[config.mk]
export PLATFORM = sky130hd
export DESIGN_NAME = mpbfe_front_end
export DESIGN_NICKNAME = d
export VERILOG_FILES = /design/src/verilog/mpbfe_pkg.sv /design/src/verilog/mpbfe_front_end.sv /design/src/verilog/mpbfe_sync.sv
export SDC_FILE = /design/constraint.sdc
export NUM_CORES = 1
export LEC_CHECK = 0
export BUFFER_PORTS_ARGS = -buffer_cell sky130_fd_sc_hd__clkbuf_2
export CAP_MARGIN = 20
export CORE_UTILIZATION = 53
export CTS_BUF_LIST = sky130_fd_sc_hd__clkbuf_4 sky130_fd_sc_hd__clkbuf_8
export CTS_CLUSTER_SIZE = 12
export DETAILED_ROUTE_END_ITERATION = 10
export PLACE_DENSITY = 0.87
export SETUP_SLACK_MARGIN = 0.15
export SLEW_MARGIN = 5
export SYNTH_ARGS = -nofsm -noshare
export SYNTH_HDL_FRONTEND = slang
export SYNTH_SLANG_ARGS = --single-unit
[constraint.sdc]
create_clock -name ref_clk -period 1.55 [get_ports ref_clk]
set_input_delay 0 -clock ref_clk [delete_from_list [all_inputs] [get_ports ref_clk]]
set_output_delay 0 -clock ref_clk [all_outputs]
set_load 0.05 [all_outputs]
[src/verilog/mpbfe_pkg.sv]
// Package for the host parallel bus front end: bus modes, control styles, widths.
// Assumes a single 250 MHz clock domain and that all host pins are asynchronous to it.
package mpbfe_pkg;

   localparam int ADW = 8;                    // Width of each address/data port
   localparam int ADDR_W = 20;                // Internal latched address width
   localparam int PIPE_W = 2;                 // Synchroniser depth
   localparam logic [ADDR_W-1:0] ADDR_RST = 20'h00000;
   localparam logic [ADW-1:0] BYTE_RST = 8'h00;
   // Synchronised control reset: strobe idle low, active-low controls idle high,
   // so that leaving reset does not look like a read or a write
   localparam logic [3:0] CTL_IDLE = 4'h7;

   // Host bus wiring styles
   typedef enum logic [1:0] {
      MPBFE_BUS_MUX,        // Low port address then data, high port plain address
      MPBFE_BUS_NONMUX,     // Low port address bits 0..7 only, high port 8..15
      MPBFE_BUS_BURST,      // Low port A4/D0..A11/D7, high port A12..A19
      MPBFE_BUS_PAGE        // Low port address, high port multiplexed AD8..15
   } mpbfe_bus_e;

   // Meaning of the write control input
   typedef enum logic {
      MPBFE_WR_STROBE,      // Active-low write strobe
      MPBFE_WR_RWLEVEL      // High read, low write
   } mpbfe_wr_e;

   // Meaning of the read control input
   typedef enum logic [1:0] {
      MPBFE_RD_STROBE,      // Active-low read strobe
      MPBFE_RD_ECLK,        // Bus phase clock, high means data phase
      MPBFE_RD_DSTROBE,     // Active-low data strobe
      MPBFE_RD_FETCH        // Program fetch enable as active-low read
   } mpbfe_rd_e;

   // Address latch or strobe sense
   typedef enum logic {
      MPBFE_ALE_HIGH,       // Latch while high, hold at fall
      MPBFE_AS_RISE         // Latch at rising edge
   } mpbfe_ale_e;

   // Bit positions of the burst and page layouts
   localparam int BURST_LO = 4;
   localparam int BURST_HI = 12;
   localparam int PAGE_HI = 8;

endpackage : mpbfe_pkg

[src/verilog/mpbfe_front_end.sv]
// Host parallel bus front end: latches the host address, steers read data onto
// the address/data ports and forwards address and control levels to the logic array.
// Assumes the host pins are asynchronous; reads return data from the selected block.
// Function
// - Multiplexed host: low port carries address first, data later.
// - Separate buses: low port takes address bits zero to seven only.
// - Burst layout: low port A4..A11 with data, high port A12..A19.
// - Mux and non-mux hosts: high port is plain address eight to fifteen.
// - Page layout: high port carries multiplexed address and data eight to fifteen.
// - Address is captured on the latch enable or address strobe.
// - Ports driven only during active read with a block selected.
// - Received addresses are routed to decode and user logic.
// - Write control is active-low strobe or read/write level, by configuration.
// - Read control is read strobe, phase clock, data strobe or fetch enable.
// - Hosts with more than sixteen address bits read by fetch enable.
// - Write and read controls are fed into the logic array.
// - Fetch control is program fetch enable, or a generic logic input.
// - Reset initialises ports, logic outputs and the latched address.
// - Reset terminates any flash program or erase in progress.
`timescale 1ns/1ns
module mpbfe_front_end
   import mpbfe_pkg::*;
(
   input  wire logic                       ref_clk,
   input  wire logic                       arst_n,
   input  wire mpbfe_pkg::mpbfe_bus_e      bus_mode,
   input  wire mpbfe_pkg::mpbfe_wr_e       wr_style,
   input  wire mpbfe_pkg::mpbfe_rd_e       rd_style,
   input  wire mpbfe_pkg::mpbfe_ale_e      ale_style,
   input  wire logic                       wide_addr_host,
   input  wire logic                       fetch_is_enable,
   input  wire logic [mpbfe_pkg::ADW-1:0]  low_addr_data_port_i,
   output      logic [mpbfe_pkg::ADW-1:0]  low_addr_data_port_o,
   output      logic                       low_addr_data_port_oe,
   input  wire logic [mpbfe_pkg::ADW-1:0]  high_addr_data_port_i,
   output      logic [mpbfe_pkg::ADW-1:0]  high_addr_data_port_o,
   output      logic                       high_addr_data_port_oe,
   input  wire logic                       addr_strobe_in,
   input  wire logic                       write_ctrl_input,
   input  wire logic                       read_ctrl_input,
   input  wire logic                       fetch_ctrl_input,
   input  wire logic                       block_select,
   input  wire logic [mpbfe_pkg::ADW-1:0]  rd_data,
   output      logic [mpbfe_pkg::ADDR_W-1:0] latched_addr,
   output      logic [mpbfe_pkg::ADW-1:0]  wr_data,
   output      logic                       wr_pulse,
   output      logic                       rd_active,
   output      logic                       wr_ctrl_to_logic,
   output      logic                       rd_ctrl_to_logic,
   output      logic                       fetch_to_logic,
   output      logic                       generic_in_to_logic,
   output      logic                       flash_abort
);
   import mpbfe_pkg::*;

   localparam int CW = 4;
   logic [CW-1:0]  ctl_s;
   logic [ADW-1:0] lo_s;
   logic [ADW-1:0] hi_s;
   logic           ale_s;
   logic           wr_s;
   logic           rd_s;
   logic           fetch_s;
   logic           ale_prev_q;
   logic           wr_prev_q;
   logic           latch_ev;
   logic           rd_now;
   logic           wr_now;
   logic           hi_is_data;
   logic [ADW-1:0] lo_q_prev;

   // Controls reset to their idle levels, or the first edges after reset decode a false access
   mpbfe_sync #(.W(CW), .RST_VAL(CTL_IDLE)) u_ctl_sync (
      .ref_clk  (ref_clk),
      .arst_n   (arst_n),
      .async_in ({addr_strobe_in, write_ctrl_input, read_ctrl_input, fetch_ctrl_input}),
      .sync_out (ctl_s)
   );
   mpbfe_sync #(.W(2*ADW)) u_ad_sync (
      .ref_clk  (ref_clk),
      .arst_n   (arst_n),
      .async_in ({high_addr_data_port_i, low_addr_data_port_i}),
      .sync_out ({hi_s, lo_s})
   );
   assign ale_s   = ctl_s[3];
   assign wr_s    = ctl_s[2];
   assign rd_s    = ctl_s[1];
   assign fetch_s = ctl_s[0];

   // Address latch event: ALE latches while high (last value at fall), AS at its rise
   always_comb begin
      latch_ev = 1'b0;
      if (ale_style == MPBFE_AS_RISE)
         latch_ev = ale_s & ~ale_prev_q;
      else
         latch_ev = ale_s;
   end

   // Read qualifier per control style; a wide host always reads by fetch enable
   always_comb begin
      rd_now = 1'b0;
      if (wide_addr_host) begin
         rd_now = ~fetch_s;
      end else begin
         case (rd_style)
            MPBFE_RD_STROBE:  rd_now = ~rd_s;
            MPBFE_RD_ECLK:    rd_now = rd_s & (wr_style == MPBFE_WR_RWLEVEL) & wr_s;
            MPBFE_RD_DSTROBE: rd_now = ~rd_s & ((wr_style == MPBFE_WR_STROBE) | wr_s);
            MPBFE_RD_FETCH:   rd_now = ~rd_s;
            default:          rd_now = 1'b0;
         endcase
      end
      if (!wide_addr_host && fetch_is_enable && (rd_style == MPBFE_RD_STROBE))
         rd_now = rd_now | ~fetch_s;
   end

   // Write qualifier: strobe style is active low, level style pairs with the data strobe or the phase clock
   always_comb begin
      wr_now = 1'b0;
      if (wr_style == MPBFE_WR_STROBE)
         wr_now = ~wr_s;
      else if (rd_style == MPBFE_RD_ECLK)
         wr_now = ~wr_s & rd_s;
      else
         wr_now = ~wr_s & ~rd_s;
   end

   assign hi_is_data = (bus_mode == MPBFE_BUS_PAGE);

   // Address capture; held until the next latch event
   always_ff @(posedge ref_clk or negedge arst_n) begin
      if (!arst_n) begin
         latched_addr <= ADDR_RST;
      end else if (latch_ev) begin
         case (bus_mode)
            MPBFE_BUS_BURST:
               latched_addr <= {hi_s, lo_s, latched_addr[BURST_LO-1:0]};
            MPBFE_BUS_MUX, MPBFE_BUS_NONMUX, MPBFE_BUS_PAGE:
               latched_addr <= {latched_addr[ADDR_W-1:2*ADW], hi_s, lo_s};
            default:
               latched_addr <= latched_addr;
         endcase
      end
   end

   always_ff @(posedge ref_clk or negedge arst_n) begin
      if (!arst_n) begin
         ale_prev_q <= 1'b0;
         wr_prev_q  <= 1'b0;
         lo_q_prev  <= BYTE_RST;
      end else begin
         ale_prev_q <= ale_s;
         wr_prev_q  <= wr_now;
         lo_q_prev  <= lo_s;
      end
   end

   // Write data sampled from the data lines; page layout carries data on the high port
   always_ff @(posedge ref_clk or negedge arst_n) begin
      if (!arst_n) begin
         wr_data  <= BYTE_RST;
         wr_pulse <= 1'b0;
      end else begin
         wr_pulse <= wr_prev_q & ~wr_now;
         if (wr_now)
            wr_data <= hi_is_data ? hi_s : lo_q_prev;
      end
   end

   // Drive only during an active read of a selected block; non-mux data sits elsewhere
   always_ff @(posedge ref_clk or negedge arst_n) begin
      if (!arst_n) begin
         low_addr_data_port_o   <= BYTE_RST;
         low_addr_data_port_oe  <= 1'b0;
         high_addr_data_port_o  <= BYTE_RST;
         high_addr_data_port_oe <= 1'b0;
         rd_active              <= 1'b0;
      end else begin
         rd_active              <= rd_now & block_select;
         low_addr_data_port_oe  <= rd_now & block_select & ~latch_ev
                                   & (bus_mode != MPBFE_BUS_NONMUX) & ~hi_is_data;
         high_addr_data_port_oe <= rd_now & block_select & ~latch_ev & hi_is_data;
         low_addr_data_port_o   <= rd_data;
         high_addr_data_port_o  <= rd_data;
      end
   end

   // Control levels to the logic array; fetch input doubles as a generic input
   always_ff @(posedge ref_clk or negedge arst_n) begin
      if (!arst_n) begin
         wr_ctrl_to_logic    <= 1'b1;
         rd_ctrl_to_logic    <= 1'b1;
         fetch_to_logic      <= 1'b1;
         generic_in_to_logic <= 1'b0;
      end else begin
         wr_ctrl_to_logic    <= wr_s;
         rd_ctrl_to_logic    <= rd_s;
         fetch_to_logic      <= (fetch_is_enable | wide_addr_host) ? fetch_s : 1'b1;
         generic_in_to_logic <= (fetch_is_enable | wide_addr_host) ? 1'b0 : fetch_s;
      end
   end

   // Abort is held for the whole reset and clears at the first edge after it
   always_ff @(posedge ref_clk or negedge arst_n) begin
      if (!arst_n)
         flash_abort <= 1'b1;
      else
         flash_abort <= 1'b0;
   end

   // Assertions
   property p_drive_needs_select;
      @(posedge ref_clk) disable iff (!arst_n)
      low_addr_data_port_oe |-> $past(block_select) && $past(rd_now);
   endproperty
   a_drive_needs_select: assert property (p_drive_needs_select) else $error("low port driven without read");

   property p_no_drive_nonmux;
      @(posedge ref_clk) disable iff (!arst_n)
      (bus_mode == MPBFE_BUS_NONMUX) && $stable(bus_mode) |-> !low_addr_data_port_oe;
   endproperty
   a_no_drive_nonmux: assert property (p_no_drive_nonmux) else $error("low port driven in non-mux mode");

   property p_hold_addr;
      @(posedge ref_clk) disable iff (!arst_n)
      !latch_ev |=> $stable(latched_addr);
   endproperty
   a_hold_addr: assert property (p_hold_addr) else $error("address changed without latch");

   property p_capture;
      @(posedge ref_clk) disable iff (!arst_n)
      latch_ev && (bus_mode == MPBFE_BUS_MUX) |=> latched_addr[ADW-1:0] == $past(lo_s);
   endproperty
   a_capture: assert property (p_capture) else $error("low address not captured");

   property p_burst;
      @(posedge ref_clk) disable iff (!arst_n)
      latch_ev && (bus_mode == MPBFE_BUS_BURST) |=> latched_addr[ADDR_W-1:BURST_HI] == $past(hi_s);
   endproperty
   a_burst: assert property (p_burst) else $error("burst high address wrong");

   property p_high_plain;
      @(posedge ref_clk) disable iff (!arst_n)
      (bus_mode == MPBFE_BUS_MUX) |=> !high_addr_data_port_oe;
   endproperty
   a_high_plain: assert property (p_high_plain) else $error("high port driven in mux mode");

   property p_wide_fetch;
      @(posedge ref_clk) disable iff (!arst_n)
      wide_addr_host && !fetch_s && block_select |=> rd_active;
   endproperty
   a_wide_fetch: assert property (p_wide_fetch) else $error("fetch read ignored");

   property p_ctrl_fwd;
      @(posedge ref_clk) disable iff (!arst_n)
      ##1 (wr_ctrl_to_logic == $past(wr_s)) && (rd_ctrl_to_logic == $past(rd_s));
   endproperty
   a_ctrl_fwd: assert property (p_ctrl_fwd) else $error("control not forwarded");

endmodule : mpbfe_front_end

[src/verilog/mpbfe_sync.sv]
// Two-flop synchroniser, one per bit, for host pins entering ref_clk.
// Assumes bits are independent levels; multi-bit words are only sampled once stable.
`timescale 1ns/1ns
module mpbfe_sync
   import mpbfe_pkg::*;
#(
   parameter int           W       = 1,
   parameter logic [W-1:0] RST_VAL = '0
) (
   input  wire logic         ref_clk,
   input  wire logic         arst_n,
   input  wire logic [W-1:0] async_in,
   output      logic [W-1:0] sync_out
);
   logic [W-1:0] meta_q;

   always_ff @(posedge ref_clk or negedge arst_n) begin
      if (!arst_n) begin
         meta_q   <= RST_VAL;
         sync_out <= RST_VAL;
      end else begin
         meta_q   <= async_in;
         sync_out <= meta_q;
      end
   end
endmodule : mpbfe_sync
==> run summary, run 1 <==
Outcome: finished clean
Switching power: 1.692 mW
Summed negative setup slack over all endpoints: 0 ns
Core area: 5642 um2
Fraction of layout cells with a size suffix above 1: 0.4223
Total power: 5.672 mW
Clock insertion delay at the later pin of the skew report: 0.35 ns
RSZ-0062 raised after global routing: no
Reg-to-reg endpoint: wr_pulse$_DFF_PN0_
Area of all placed cells without fillers: 4357 um2
Leakage dissipation: 2.106 nW
Cell type with the highest aggregate area in the netlist: dfrtp_1
Power Density: 1302 nW/um2
Buffers & Inverters on Critical Path: 1
Worst-path clk slew: 0.09 ns
Pin count of the biggest net entering global routing: 35
HPWL after detailed placement: 3892 um
Floorplan die height: 79.65 um
Power share of the sequential group: 0.495
Launch point of the worst hold path: wr_style
Die Wd: 79.65 um
CTS tree: built
Level count of the clock H-tree: 3
Max_slew headroom: 0.6575
Number of nets in the synthesized netlist: 246
Post-placement setup slack: 0.2116 ns
Reg2Reg Launch Point: u_ctl_sync.sync_out[1]$_DFF_PN1_
Crit Path Category: reg -> reg
Count of maximum capacitance violations: 0
Wire length of the first global-routing pass: 9832 um
Distinct cell type count of the synthesized netlist: 30
Count of antenna diodes in the layout: 0
Largest stage delay, worst path: 0.61 ns
Fraction of power consumed by combinational cells: 0.200
Crit path cell chain: xor2_2 > a21oi_4 > buf_12 > and2b_1
Total clock buffers created by CTS: 9
F_max: 0.7467 GHz
Number of stages on the worst hold path: 3
Final Skew: 0.01040 ns
Final period util: 0.8640
Nets: 379
Number of hold violations in the final report: 0
Hold endpoint: wr_prev_q$_DFF_PN0_
Growth of design area from synthesis to finish: 36.34%
Total Routed Length: 6241 um
Kind of start point of the critical path: flip-flop
Maximum number of buffers from clock root to sink: 2
Final Critical Period: 1.339 ns
First drt pass iteration count: 4
Final cell utilization of the core: 0.7722
Number of placed I/O pins: 92
Total setup buffers inserted after CTS: 0
Cell count after synthesis: 204
Worst ir drop on vdd: 0.9360 mV
Number of placed cells counting well taps: 363
Final Hold Slack: 0.06953 ns
RePlAce Congestion: 0.7491
Post-synthesis register bit count: 95
Min-Delay Path Class: in -> reg
Portion of synthesized cell area occupied by the leading cell type: 0.6656
Initial antenna violation count: 0
Transition time at the pin with the least slew margin: 0.5125 ns
I/O Buffers: 91
Placed instance area: 3745 um2
Count of unresolved DRC violations after routing: 0
Starting Density: 0.5664
Most area-consuming cells after synthesis: dfrtp_1, dfstp_2, mux2i_1
Setup crit end kind: flip-flop
Relative contribution of the clock network to total power: 0.304
Number of sinks handled by clock tree synthesis: 95
Top delay family on crit path: flip-flops
Wire length per cell: 15.11 um
Non-filler instance count after layout: 413
Warning count from the yosys run: 0
Average instance area after synthesis: 15.66 um2
Worst-case setup margin in the final layout: 0.2108 ns
Flop2flop setup slack: 0.21 ns
GR Util All Layers: 0.2140
Logic depth of the worst register-to-register path: 4
Maximum fanout along the worst path: 9
Slowest CP cell: dfstp_2
Critical path arrival: 1.59 ns
Remaining global-route overflow: 0
Starting DRT DRC Count: 82
Share of the yosys chip area belonging to registers: 0.7478
Remaining antenna violation count after routing: 0
# fillers: 333
Via count of the first global-routing pass: 2023
Pint: 3.980 mW
Total count of max-transition violations in the final report: 0
Total number of placement rows: 27
Via density: 4.857
Detailed-route via count: 2006
Switching Share: 0.2983
Die outline area: 6344 um2
Worst endpoint required time: 1.80 ns
Post-synthesis instance area: 3196 um2
Final count of negative-setup-slack endpoints: 0
Root buffer selected by CTS: clkbuf_8
[power by group through the flow]
stage / Sequential (mW) / Clock (mW) / Combinational, mW
final: 2.81 / 1.73 / 1.14
after global routing: 2.83 / 1.84 / 1.20
after CTS: 2.80 / 1.75 / 1.12
after detailed placement: 2.85 / 0 / 1.05
after global placement: 2.84 / 0 / 1.03
after floorplan: 3.31 / 0 / 0.257
[area by class of cell]
cell class,instances,area [um2],area share
clock buffers,11,145.1,0.03331
well taps,72,90.09,0.02068
multi-input cells,93,734.5,0.1686
inverters,3,11.26,0.002585
repair buffers,135,915.9,0.2102
flip-flops and latches,95,2390,0.5485
clock inverters,4,70.07,0.01608
[how the worst max path moves through the flow]
stage / startpoint / to / depth (start not counted)
5_1_grt: bus_mode[0] / latched_addr[18]$_DFFE_PN0P_ / 6
6_report: u_ctl_sync.sync_out[1]$_DFF_PN1_ / wr_pulse$_DFF_PN0_ / 4
3_5_place_dp: u_ctl_sync.sync_out[1]$_DFF_PN1_ / high_addr_data_port_oe$_DFF_PN0_ / 4
2_1_floorplan: u_ctl_sync.sync_out[1]$_DFF_PN1_ / wr_data[6]$_DFFE_PN0P_ / 5
4_1_cts: bus_mode[0] / latched_addr[18]$_DFFE_PN0P_ / 6
3_3_place_gp: u_ctl_sync.sync_out[1]$_DFF_PN1_ / wr_pulse$_DFF_PN0_ / 4
[state kept, by name (all words and copies together), names as in the netlist]
signal and count:
generic_in_to_logic 1, flash_abort 1, lo_q_prev 8, high_addr_data_port_oe 1, wr_ctrl_to_logic 1, wr_pulse 1
low_addr_data_port_oe 1, u_ctl_sync.sync_out 4, ale_prev_q 1, u_ad_sync.meta_q 16, u_ad_sync.sync_out 16, rd_ctrl_to_logic 1
fetch_to_logic 1, rd_active 1, latched_addr 20, wr_data 8, high_addr_data_port_o 8, wr_prev_q 1
u_ctl_sync.meta_q 4
[repair_timing]
item	CTS	global route
hold endpoints to repair	126	0
hold buffers	34	0
gates resized for setup	0	6
setup endpoints to repair	0	21
[cell families after synthesis]
family | after synthesis | share of synthesized area
AOI/OAI and AO/OA | 27 | 0.06030
muxes | 28 | 0.09084
DFF | 95 | 0.7478
xor gates and xnor gates | 1 | 0.002741
adders and majority gates | 3 | 0.01175
buffers and inverters | 16 | 0.03210
other | 1 | 0.001174
and+or+nand+nor | 33 | 0.05325
[worst min-delay path: cells and delay by family]
| family | cells | cell delay [ns] |
|---|---|---|
| buffers and inverters | 2 | 0.30 |
| AO/OA/AOI/OAI | 1 | 0.09 |
[Yosys cell counts, drive strengths merged]
cell / count
dfrtp: 85
a21oi: 23
nor3: 2
o21bai: 1
conb: 1
or3b: 1
ha: 3
clkbuf: 2
nand3: 1
buf: 11
a21boi: 1
inv: 3
nand2b: 3
nor3b: 1
o31ai: 1
nand2: 2
mux2i: 20
nor2b: 1
nor2: 21
dfstp: 10
mux2: 8
xor2: 1
and2b: 1
a2111oi: 1
[per-layer routing]
layer,part of all wire,track usage,vias up
met4,0.014,0.07636,0
li1,-,-,927
met5,0,0,-
met1,0.41,0.2618,994
met3,0.054,0.05257,9
met2,0.52,0.3684,76
[layout by cell type, fill, tap and decap left out, types with 2 or more instances in the layout]
cell | Yosys | final
clkbuf_2 | 0 | 90
dfrtp_1 | 85 | 85
dlygate4sd3_1 | 0 | 34
a21oi_1 | 20 | 20
mux2i_1 | 20 | 20
nor2_1 | 20 | 18
clkbuf_8 | 0 | 10
dfstp_2 | 10 | 10
buf_4 | 9 | 8
mux2_1 | 4 | 4
mux2_2 | 4 | 4
inv_1 | 3 | 3
nor2_2 | 1 | 3
ha_1 | 3 | 3
nand2b_1 | 2 | 2
a21oi_2 | 3 | 2
nor3_2 | 2 | 2
nand2_1 | 2 | 2
clkinv_2 | 0 | 2
bufinv_16 | 0 | 2
buf_12 | 0 | 2
(Power assumes the default switching activity.)
==> run 2: changes to the inputs <==
BUFFER_PORTS_ARGS = not set   (was -buffer_cell sky130_fd_sc_hd__clkbuf_2)
CORE_UTILIZATION = 65   (was 53)
DONT_BUFFER_PORTS = 1   (was not set)
SKIP_LAST_GASP = 1   (was not set)
==> run 2 against run 1 <==
Effect of this change:
- via count down 9.7%
- global-route usage grew 4.8 points
- largest power group unchanged
- power shrank 0.46%
- sequential power up 7.5%
- final cell count is 17% lower
- count of clock-buffer cells in the layout decreased by 1
- hold slack worse by 0.74 ns
- setup slack lost 0.0037 ns
- register-to-register slack about the same
- maximum frequency fell by 0.28%
- non-clock buffer count down 65
- the flow now finishes with violations (negative hold slack)
==> run summary, run 2 (synthesis results as in run 1) <==
Worst-case setup margin in the final layout: 0.2070 ns (-0.003726 ns)
Core area: 4723 um2 (-16%)
Root buffer selected by CTS: clkbuf_8
Leakage dissipation: 1.833 nW (-13%)
Kind of start point of the critical path: flip-flop
Total power: 5.646 mW (-0.46%)
Switching Share: 0.3022 (+0.003841)
Transition time at the pin with the least slew margin: 0.5201 ns (+0.007575 ns)
Area of all placed cells without fillers: 4053 um2 (-7.0%)
Reg with most FFs: latched_addr
Worst-path clk slew: 0.09 ns (about the same)
First drt pass iteration count: 4 (unchanged)
Worst ir drop on vdd: 1.178 mV (+26%)
Relative contribution of the clock network to total power: 0.320 (+0.016)
Final Critical Period: 1.343 ns (+0.003726 ns)
Growth of design area from synthesis to finish: 26.82%
Maximum number of buffers from clock root to sink: 2 (unchanged)
Total Routed Length: 6390 um (+2.4%)
Placed instance area: 3438 um2 (-8.2%)
# fillers: 231 (-31%)
Final period util: 0.8664 (+0.002404)
Die Wd: 72.12 um (-9.5%)
Count of maximum capacitance violations: 0 (unchanged)
Final count of negative-setup-slack endpoints: 0 (unchanged)
Largest registers in the final layout: latched_addr (20), u_ad_sync.meta_q (16), u_ad_sync.sync_out (16)
Total count of max-transition violations in the final report: 0 (unchanged)
Switching power: 1.706 mW (+0.82%)
Count of antenna diodes in the layout: 0 (unchanged)
Initial antenna violation count: 0 (unchanged)
Final Hold Slack: -0.6747 ns (-0.7443 ns)
CTS tree: built
Starting Density: 0.6766 (+0.1101)
Wire length of the first global-routing pass: 9673 um (-1.6%)
Die outline area: 5201 um2 (-18%)
I/O Buffers: 0 (-100%)
Pint: 3.940 mW (-1.0%)
Critical path arrival: 1.62 ns (+0.03 ns)
Count of unresolved DRC violations after routing: 0 (unchanged)
Number of hold violations in the final report: 95 (+95)
Remaining antenna violation count after routing: 0 (unchanged)
Area occupied by multi-input gates: 721.9 um2 (-1.7%)
Wire length per cell: 18.58 um (+23%)
Starting DRT DRC Count: 111 (+35%)
Clock insertion delay at the later pin of the skew report: 0.36 ns (about the same)
Total clock buffers created by CTS: 9 (unchanged)
Via density: 5.265 (+8.4%)
Level count of the clock H-tree: 3 (unchanged)
Fraction of power consumed by combinational cells: 0.146 (-0.054)
Remaining global-route overflow: 0 (unchanged)
RePlAce Congestion: 0.7468 (-0.31%)
Nets: 314 (-17%)
Setup crit end kind: flip-flop
Total number of placement rows: 25 (-7.4%)
Detailed-route via count: 1811 (-9.7%)
Floorplan die height: 72.12 um (-9.5%)
Number of flip-flops under the largest register name: 20 (unchanged)
Power Density: 1393 nW/um2 (+7.0%)
Reg area: 2390 um2 (unchanged)
GR Util All Layers: 0.2619 (+0.04786)
Final Skew: 0.008002 ns (-0.002401 ns)
Max_slew headroom: 0.6533 (-0.004223)
Crit Path Category: reg -> reg
Fraction of layout cells with a size suffix above 1: 0.2780 (-0.1443)
Violations in the final reports: negative hold slack
Number of placed cells counting well taps: 291 (-20%)
Worst endpoint required time: 1.83 ns (+0.03 ns)
Final cell utilization of the core: 0.8580 (+0.08578)
Outcome: finished with violations
Number of placed I/O pins: 92 (unchanged)
Pin count of the biggest net entering global routing: 96 (+170%)
Top library cells by usage in the layout, fill and taps aside: dfrtp_1, dlygate4sd3_1, buf_4
Maximum fanout along the worst path: 8 (-1)
Power share of the sequential group: 0.534 (+0.039)
Min-Delay Path Class: in -> async
HPWL after detailed placement: 3635 um (-6.6%)
Non-filler instance count after layout: 344 (-17%)
Number of sinks handled by clock tree synthesis: 95 (unchanged)
Cts hold-fix bufs: 35 (+2.9%)
Summed negative setup slack over all endpoints: 0 ns (unchanged)
Most common cell after layout, fill and taps aside: dfrtp_1
RSZ-0062 raised after global routing: yes
Via count of the first global-routing pass: 1993 (-1.5%)
F_max: 0.7446 GHz (-0.28%)
Post-placement setup slack: 0.1737 ns (-0.03787 ns)
run 2: timing repair:
| action | in CTS | in global routing |
|---|---|---|
| setup endpoints to repair | 1 | 11 |
| cloned | 0 | 1 |
| buffers inserted | 0 | 1 |
| resized for setup | 1 | 2 |
| pin swaps | 0 | 1 |
| endpoints found under the hold margin | 129 | 95 |
run 2: routing by layer:
metal  global-route usage  up-vias  share of wire
met5                    0        -              0
met4               0.1198        0          0.027
met3              0.08472       16          0.071
met2               0.4621       90           0.53
met1               0.2880      901           0.37
li1                     -      804              -
run 2: cell type report:
class,count,share of cell area
clock buffers,10,0.03396
inverters,3,0.002779
repair buffers,70,0.1516
multi-input cells,93,0.1781
flip-flops and latches,95,0.5897
well taps,67,0.02069
clock inverters,6,0.02316
run 2: power by group through the flow:
| stage | logic (mW) | registers, mW | clock network, mW |
|---|---|---|---|
| after floorplan | 0.257 | 3.31 | 0 |
| final | 0.824 | 3.02 | 1.81 |
| after global routing | 0.866 | 3.04 | 1.91 |
| after CTS | 0.808 | 3.01 | 1.83 |
| after detailed placement | 0.726 | 3.06 | 0 |
| after global placement | 0.704 | 3.05 | 0 |
run 2: path summary, 6_finish.rpt:
check                                                 start                               end  slack, ns  depth (start not counted)
hold / removal                                       arst_n      latched_addr[10]$_DFFE_PN0P_      -0.67                          0
setup reg to reg           u_ctl_sync.sync_out[1]$_DFF_PN1_            wr_data[1]$_DFFE_PN0P_       0.21                          5
max in group asynchronous                            arst_n             flash_abort$_DFF_PN1_       1.99                          0
hold reg to reg              u_ad_sync.meta_q[13]$_DFF_PN0_  u_ad_sync.sync_out[13]$_DFF_PN0_       0.35                          0
min in group ref_clk                            bus_mode[0]      latched_addr[18]$_DFFE_PN0P_       0.05                          4
setup / recovery           u_ctl_sync.sync_out[1]$_DFF_PN1_            wr_data[1]$_DFFE_PN0P_       0.21                          5
run 2: critical path, cell delays in order (launching register included):
cell     delay, ns
dfstp_2       0.60
xor2_2        0.09
a21oi_2       0.21
buf_6         0.16
nor2_1        0.05
a21oi_1       0.15
==> run 3: changes to the inputs <==
RECOVER_POWER = 100   (was not set)
==> run 3 against run 2 <==
Effect of this change:
- the flow still finishes with violations (negative hold slack)
- final cell count stayed put
- maximum frequency is 5.8% lower
- core utilization is 2.3 points lower
- global-route usage stayed put
- largest cell class unchanged
==> run summary, run 3 (synthesis results as in run 1) <==
RePlAce Congestion: 0.7468 (unchanged)
Transition time at the pin with the least slew margin: 0.6984 ns (+0.1783 ns)
Min-Delay Path Class: in -> async
Total clock buffers created by CTS: 9 (unchanged)
Violations in the final reports: negative hold slack
Clock insertion delay at the later pin of the skew report: 0.36 ns (about the same)
Crit path cell chain: or3b_1 > a21oi_1 > o31ai_4 > nor3_1
Level count of the clock H-tree: 3 (unchanged)
# fillers: 262 (+13%)
Via count of the first global-routing pass: 1993 (unchanged)
Starting DRT DRC Count: 143 (+29%)
Total number of placement rows: 25 (unchanged)
Reg-to-reg endpoint: high_addr_data_port_oe$_DFF_PN0_
Slowest CP cell: dfstp_2
Worst setup path endpoint: high_addr_data_port_oe$_DFF_PN0_
Max_slew headroom: 0.5344 (-0.1189)
Cts hold-fix bufs: 35 (unchanged)
Number of hold violations in the final report: 95 (unchanged)
Worst ir drop on vdd: 1.176 mV (-0.17%)
Power Density: 1411 nW/um2 (+1.3%)
Number of placed cells counting well taps: 291 (unchanged)
Core area: 4723 um2 (unchanged)
First drt pass iteration count: 4 (unchanged)
Top library cells by usage in the layout, fill and taps aside: dfrtp_1, dlygate4sd3_1, a21oi_1
Crit Path Category: reg -> reg
Largest registers in the final layout: latched_addr (20), u_ad_sync.meta_q (16), u_ad_sync.sync_out (16)
Flop2flop setup slack: 0.13 ns (-0.08 ns)
Start point of the critical path: u_ctl_sync.sync_out[1]$_DFF_PN1_
Via density: 5.323 (+1.1%)
Final cell utilization of the core: 0.8352 (-0.02278)
Maximum fanout along the worst path: 5 (-3)
Count of unresolved DRC violations after routing: 0 (unchanged)
Wire length of the first global-routing pass: 9673 um (unchanged)
Logic depth of the worst register-to-register path: 4 (-1)
GR Util All Layers: 0.2619 (unchanged)
Die Wd: 72.12 um (unchanged)
RSZ-0062 raised after global routing: yes
Most common cell after layout, fill and taps aside: dfrtp_1
Growth of design area from synthesis to finish: 23.45%
Worst-path clk slew: 0.09 ns (about the same)
Relative contribution of the clock network to total power: 0.324 (+0.004)
Floorplan die height: 72.12 um (unchanged)
Detailed-route via count: 1831 (+1.1%)
Total count of max-transition violations in the final report: 0 (unchanged)
Number of sinks handled by clock tree synthesis: 95 (unchanged)
Starting Density: 0.6766 (unchanged)
Remaining global-route overflow: 0 (unchanged)
Total Routed Length: 6368 um (-0.34%)
Area of all placed cells without fillers: 3945 um2 (-2.7%)
Nets: 314 (unchanged)
Reg with most FFs: latched_addr
Fraction of layout cells with a size suffix above 1: 0.1769 (-0.1011)
Count of maximum capacitance violations: 0 (unchanged)
Switching power: 1.702 mW (-0.27%)
Kind of start point of the critical path: flip-flop
Initial antenna violation count: 0 (unchanged)
Pin count of the biggest net entering global routing: 96 (unchanged)
CTS tree: built
Number of flip-flops under the largest register name: 20 (unchanged)
I/O Buffers: 0 (unchanged)
Worst-case setup margin in the final layout: 0.1251 ns (-0.08197 ns)
Maximum number of buffers from clock root to sink: 2 (unchanged)
Final count of negative-setup-slack endpoints: 0 (unchanged)
Largest stage delay, worst path: 0.40 ns (-0.20 ns)
Switching Share: 0.3057 (+0.003515)
Remaining antenna violation count after routing: 0 (unchanged)
Non-filler instance count after layout: 344 (unchanged)
Pint: 3.865 mW (-1.9%)
Critical path arrival: 1.69 ns (+0.07 ns)
Reg2Reg Launch Point: u_ctl_sync.sync_out[1]$_DFF_PN1_
Wire length per cell: 18.51 um (-0.34%)
Count of antenna diodes in the layout: 0 (unchanged)
Die outline area: 5201 um2 (unchanged)
Final Critical Period: 1.425 ns (+0.08197 ns)
HPWL after detailed placement: 3635 um (unchanged)
Placed instance area: 3438 um2 (unchanged)
F_max: 0.7018 GHz (-5.8%)
Post-placement setup slack: 0.1737 ns (unchanged)
Final Skew: 0.008291 ns (+0.0002887 ns)
Number of placed I/O pins: 92 (unchanged)
Final period util: 0.9193 (+0.05288)
Setup crit end kind: flip-flop
Final Hold Slack: -0.6767 ns (-0.001981 ns)
Outcome: finished with violations
Leakage dissipation: 1.756 nW (-4.2%)
Root buffer selected by CTS: clkbuf_8
Fraction of power consumed by combinational cells: 0.135 (-0.011)
Total power: 5.566 mW (-1.4%)
Summed negative setup slack over all endpoints: 0 ns (unchanged)
Worst endpoint required time: 1.81 ns (-0.02 ns)
Power share of the sequential group: 0.541 (+0.007)
## run 3: cell count changes in the layout (fill, tap and decap cells not counted), sizes merged
cell / before / now
buf: 35 / 7
clkbuf: 10 / 38
## run 3: worst min-delay path by stage
stage | startpoint | to | cells after the start
global placement | arst_n | high_addr_data_port_o[5]$_DFF_PN0_ | 0
CTS | arst_n | high_addr_data_port_o[5]$_DFF_PN0_ | 0
detailed placement | arst_n | high_addr_data_port_o[5]$_DFF_PN0_ | 0
global route | arst_n | latched_addr[7]$_DFFE_PN0P_ | 0
finish | arst_n | latched_addr[10]$_DFFE_PN0P_ | 0
floorplan | arst_n | ale_prev_q$_DFF_PN0_ | 0
## run 3: power by group through the flow
stage	Clock, mW	Combinational (mW)	Sequential [mW]
floorplan	0	0.257	3.31
global placement	0	0.704	3.05
detailed placement	0	0.726	3.06
CTS	1.83	0.808	3.01
global route	1.91	0.792	3.03
finish	1.81	0.751	3.01
## run 3: repair_timing
item / in CTS / in global routing
pin swaps: 0 / 1
setup buffers: 0 / 1
resized for setup: 1 / 2
endpoints found under the hold margin: 129 / 95
endpoints found under the setup margin: 1 / 11
gates cloned: 0 / 1
## run 3: final cells by class
type                            instances  area [um2]  area share
Inverter                                3       11.26    0.002854
Timing Repair Buffer                   70       523.0      0.1326
Sequential cell                        95        2390      0.6058
Tap cell                               67       83.83     0.02125
Clock inverter                          6       93.84     0.02379
Clock buffer                           10       137.6     0.03489
Multi-Input combinational cell         93       705.7      0.1789
## run 3: critical path, delay by kind of cell (launching register included)
kind | cells | cell delay, ns
DFF | 1 | 0.40
and+or+nand+nor | 2 | 0.55
AOI/OAI and AO/OA | 2 | 0.38
## run 3: routing by layer
layer | vias up | part of all wire | global-route usage
li1 | 808 | - | -
met1 | 912 | 0.37 | 0.2880
met2 | 93 | 0.53 | 0.4621
met3 | 18 | 0.067 | 0.08472
met4 | 0 | 0.030 | 0.1198
met5 | - | 0 | 0
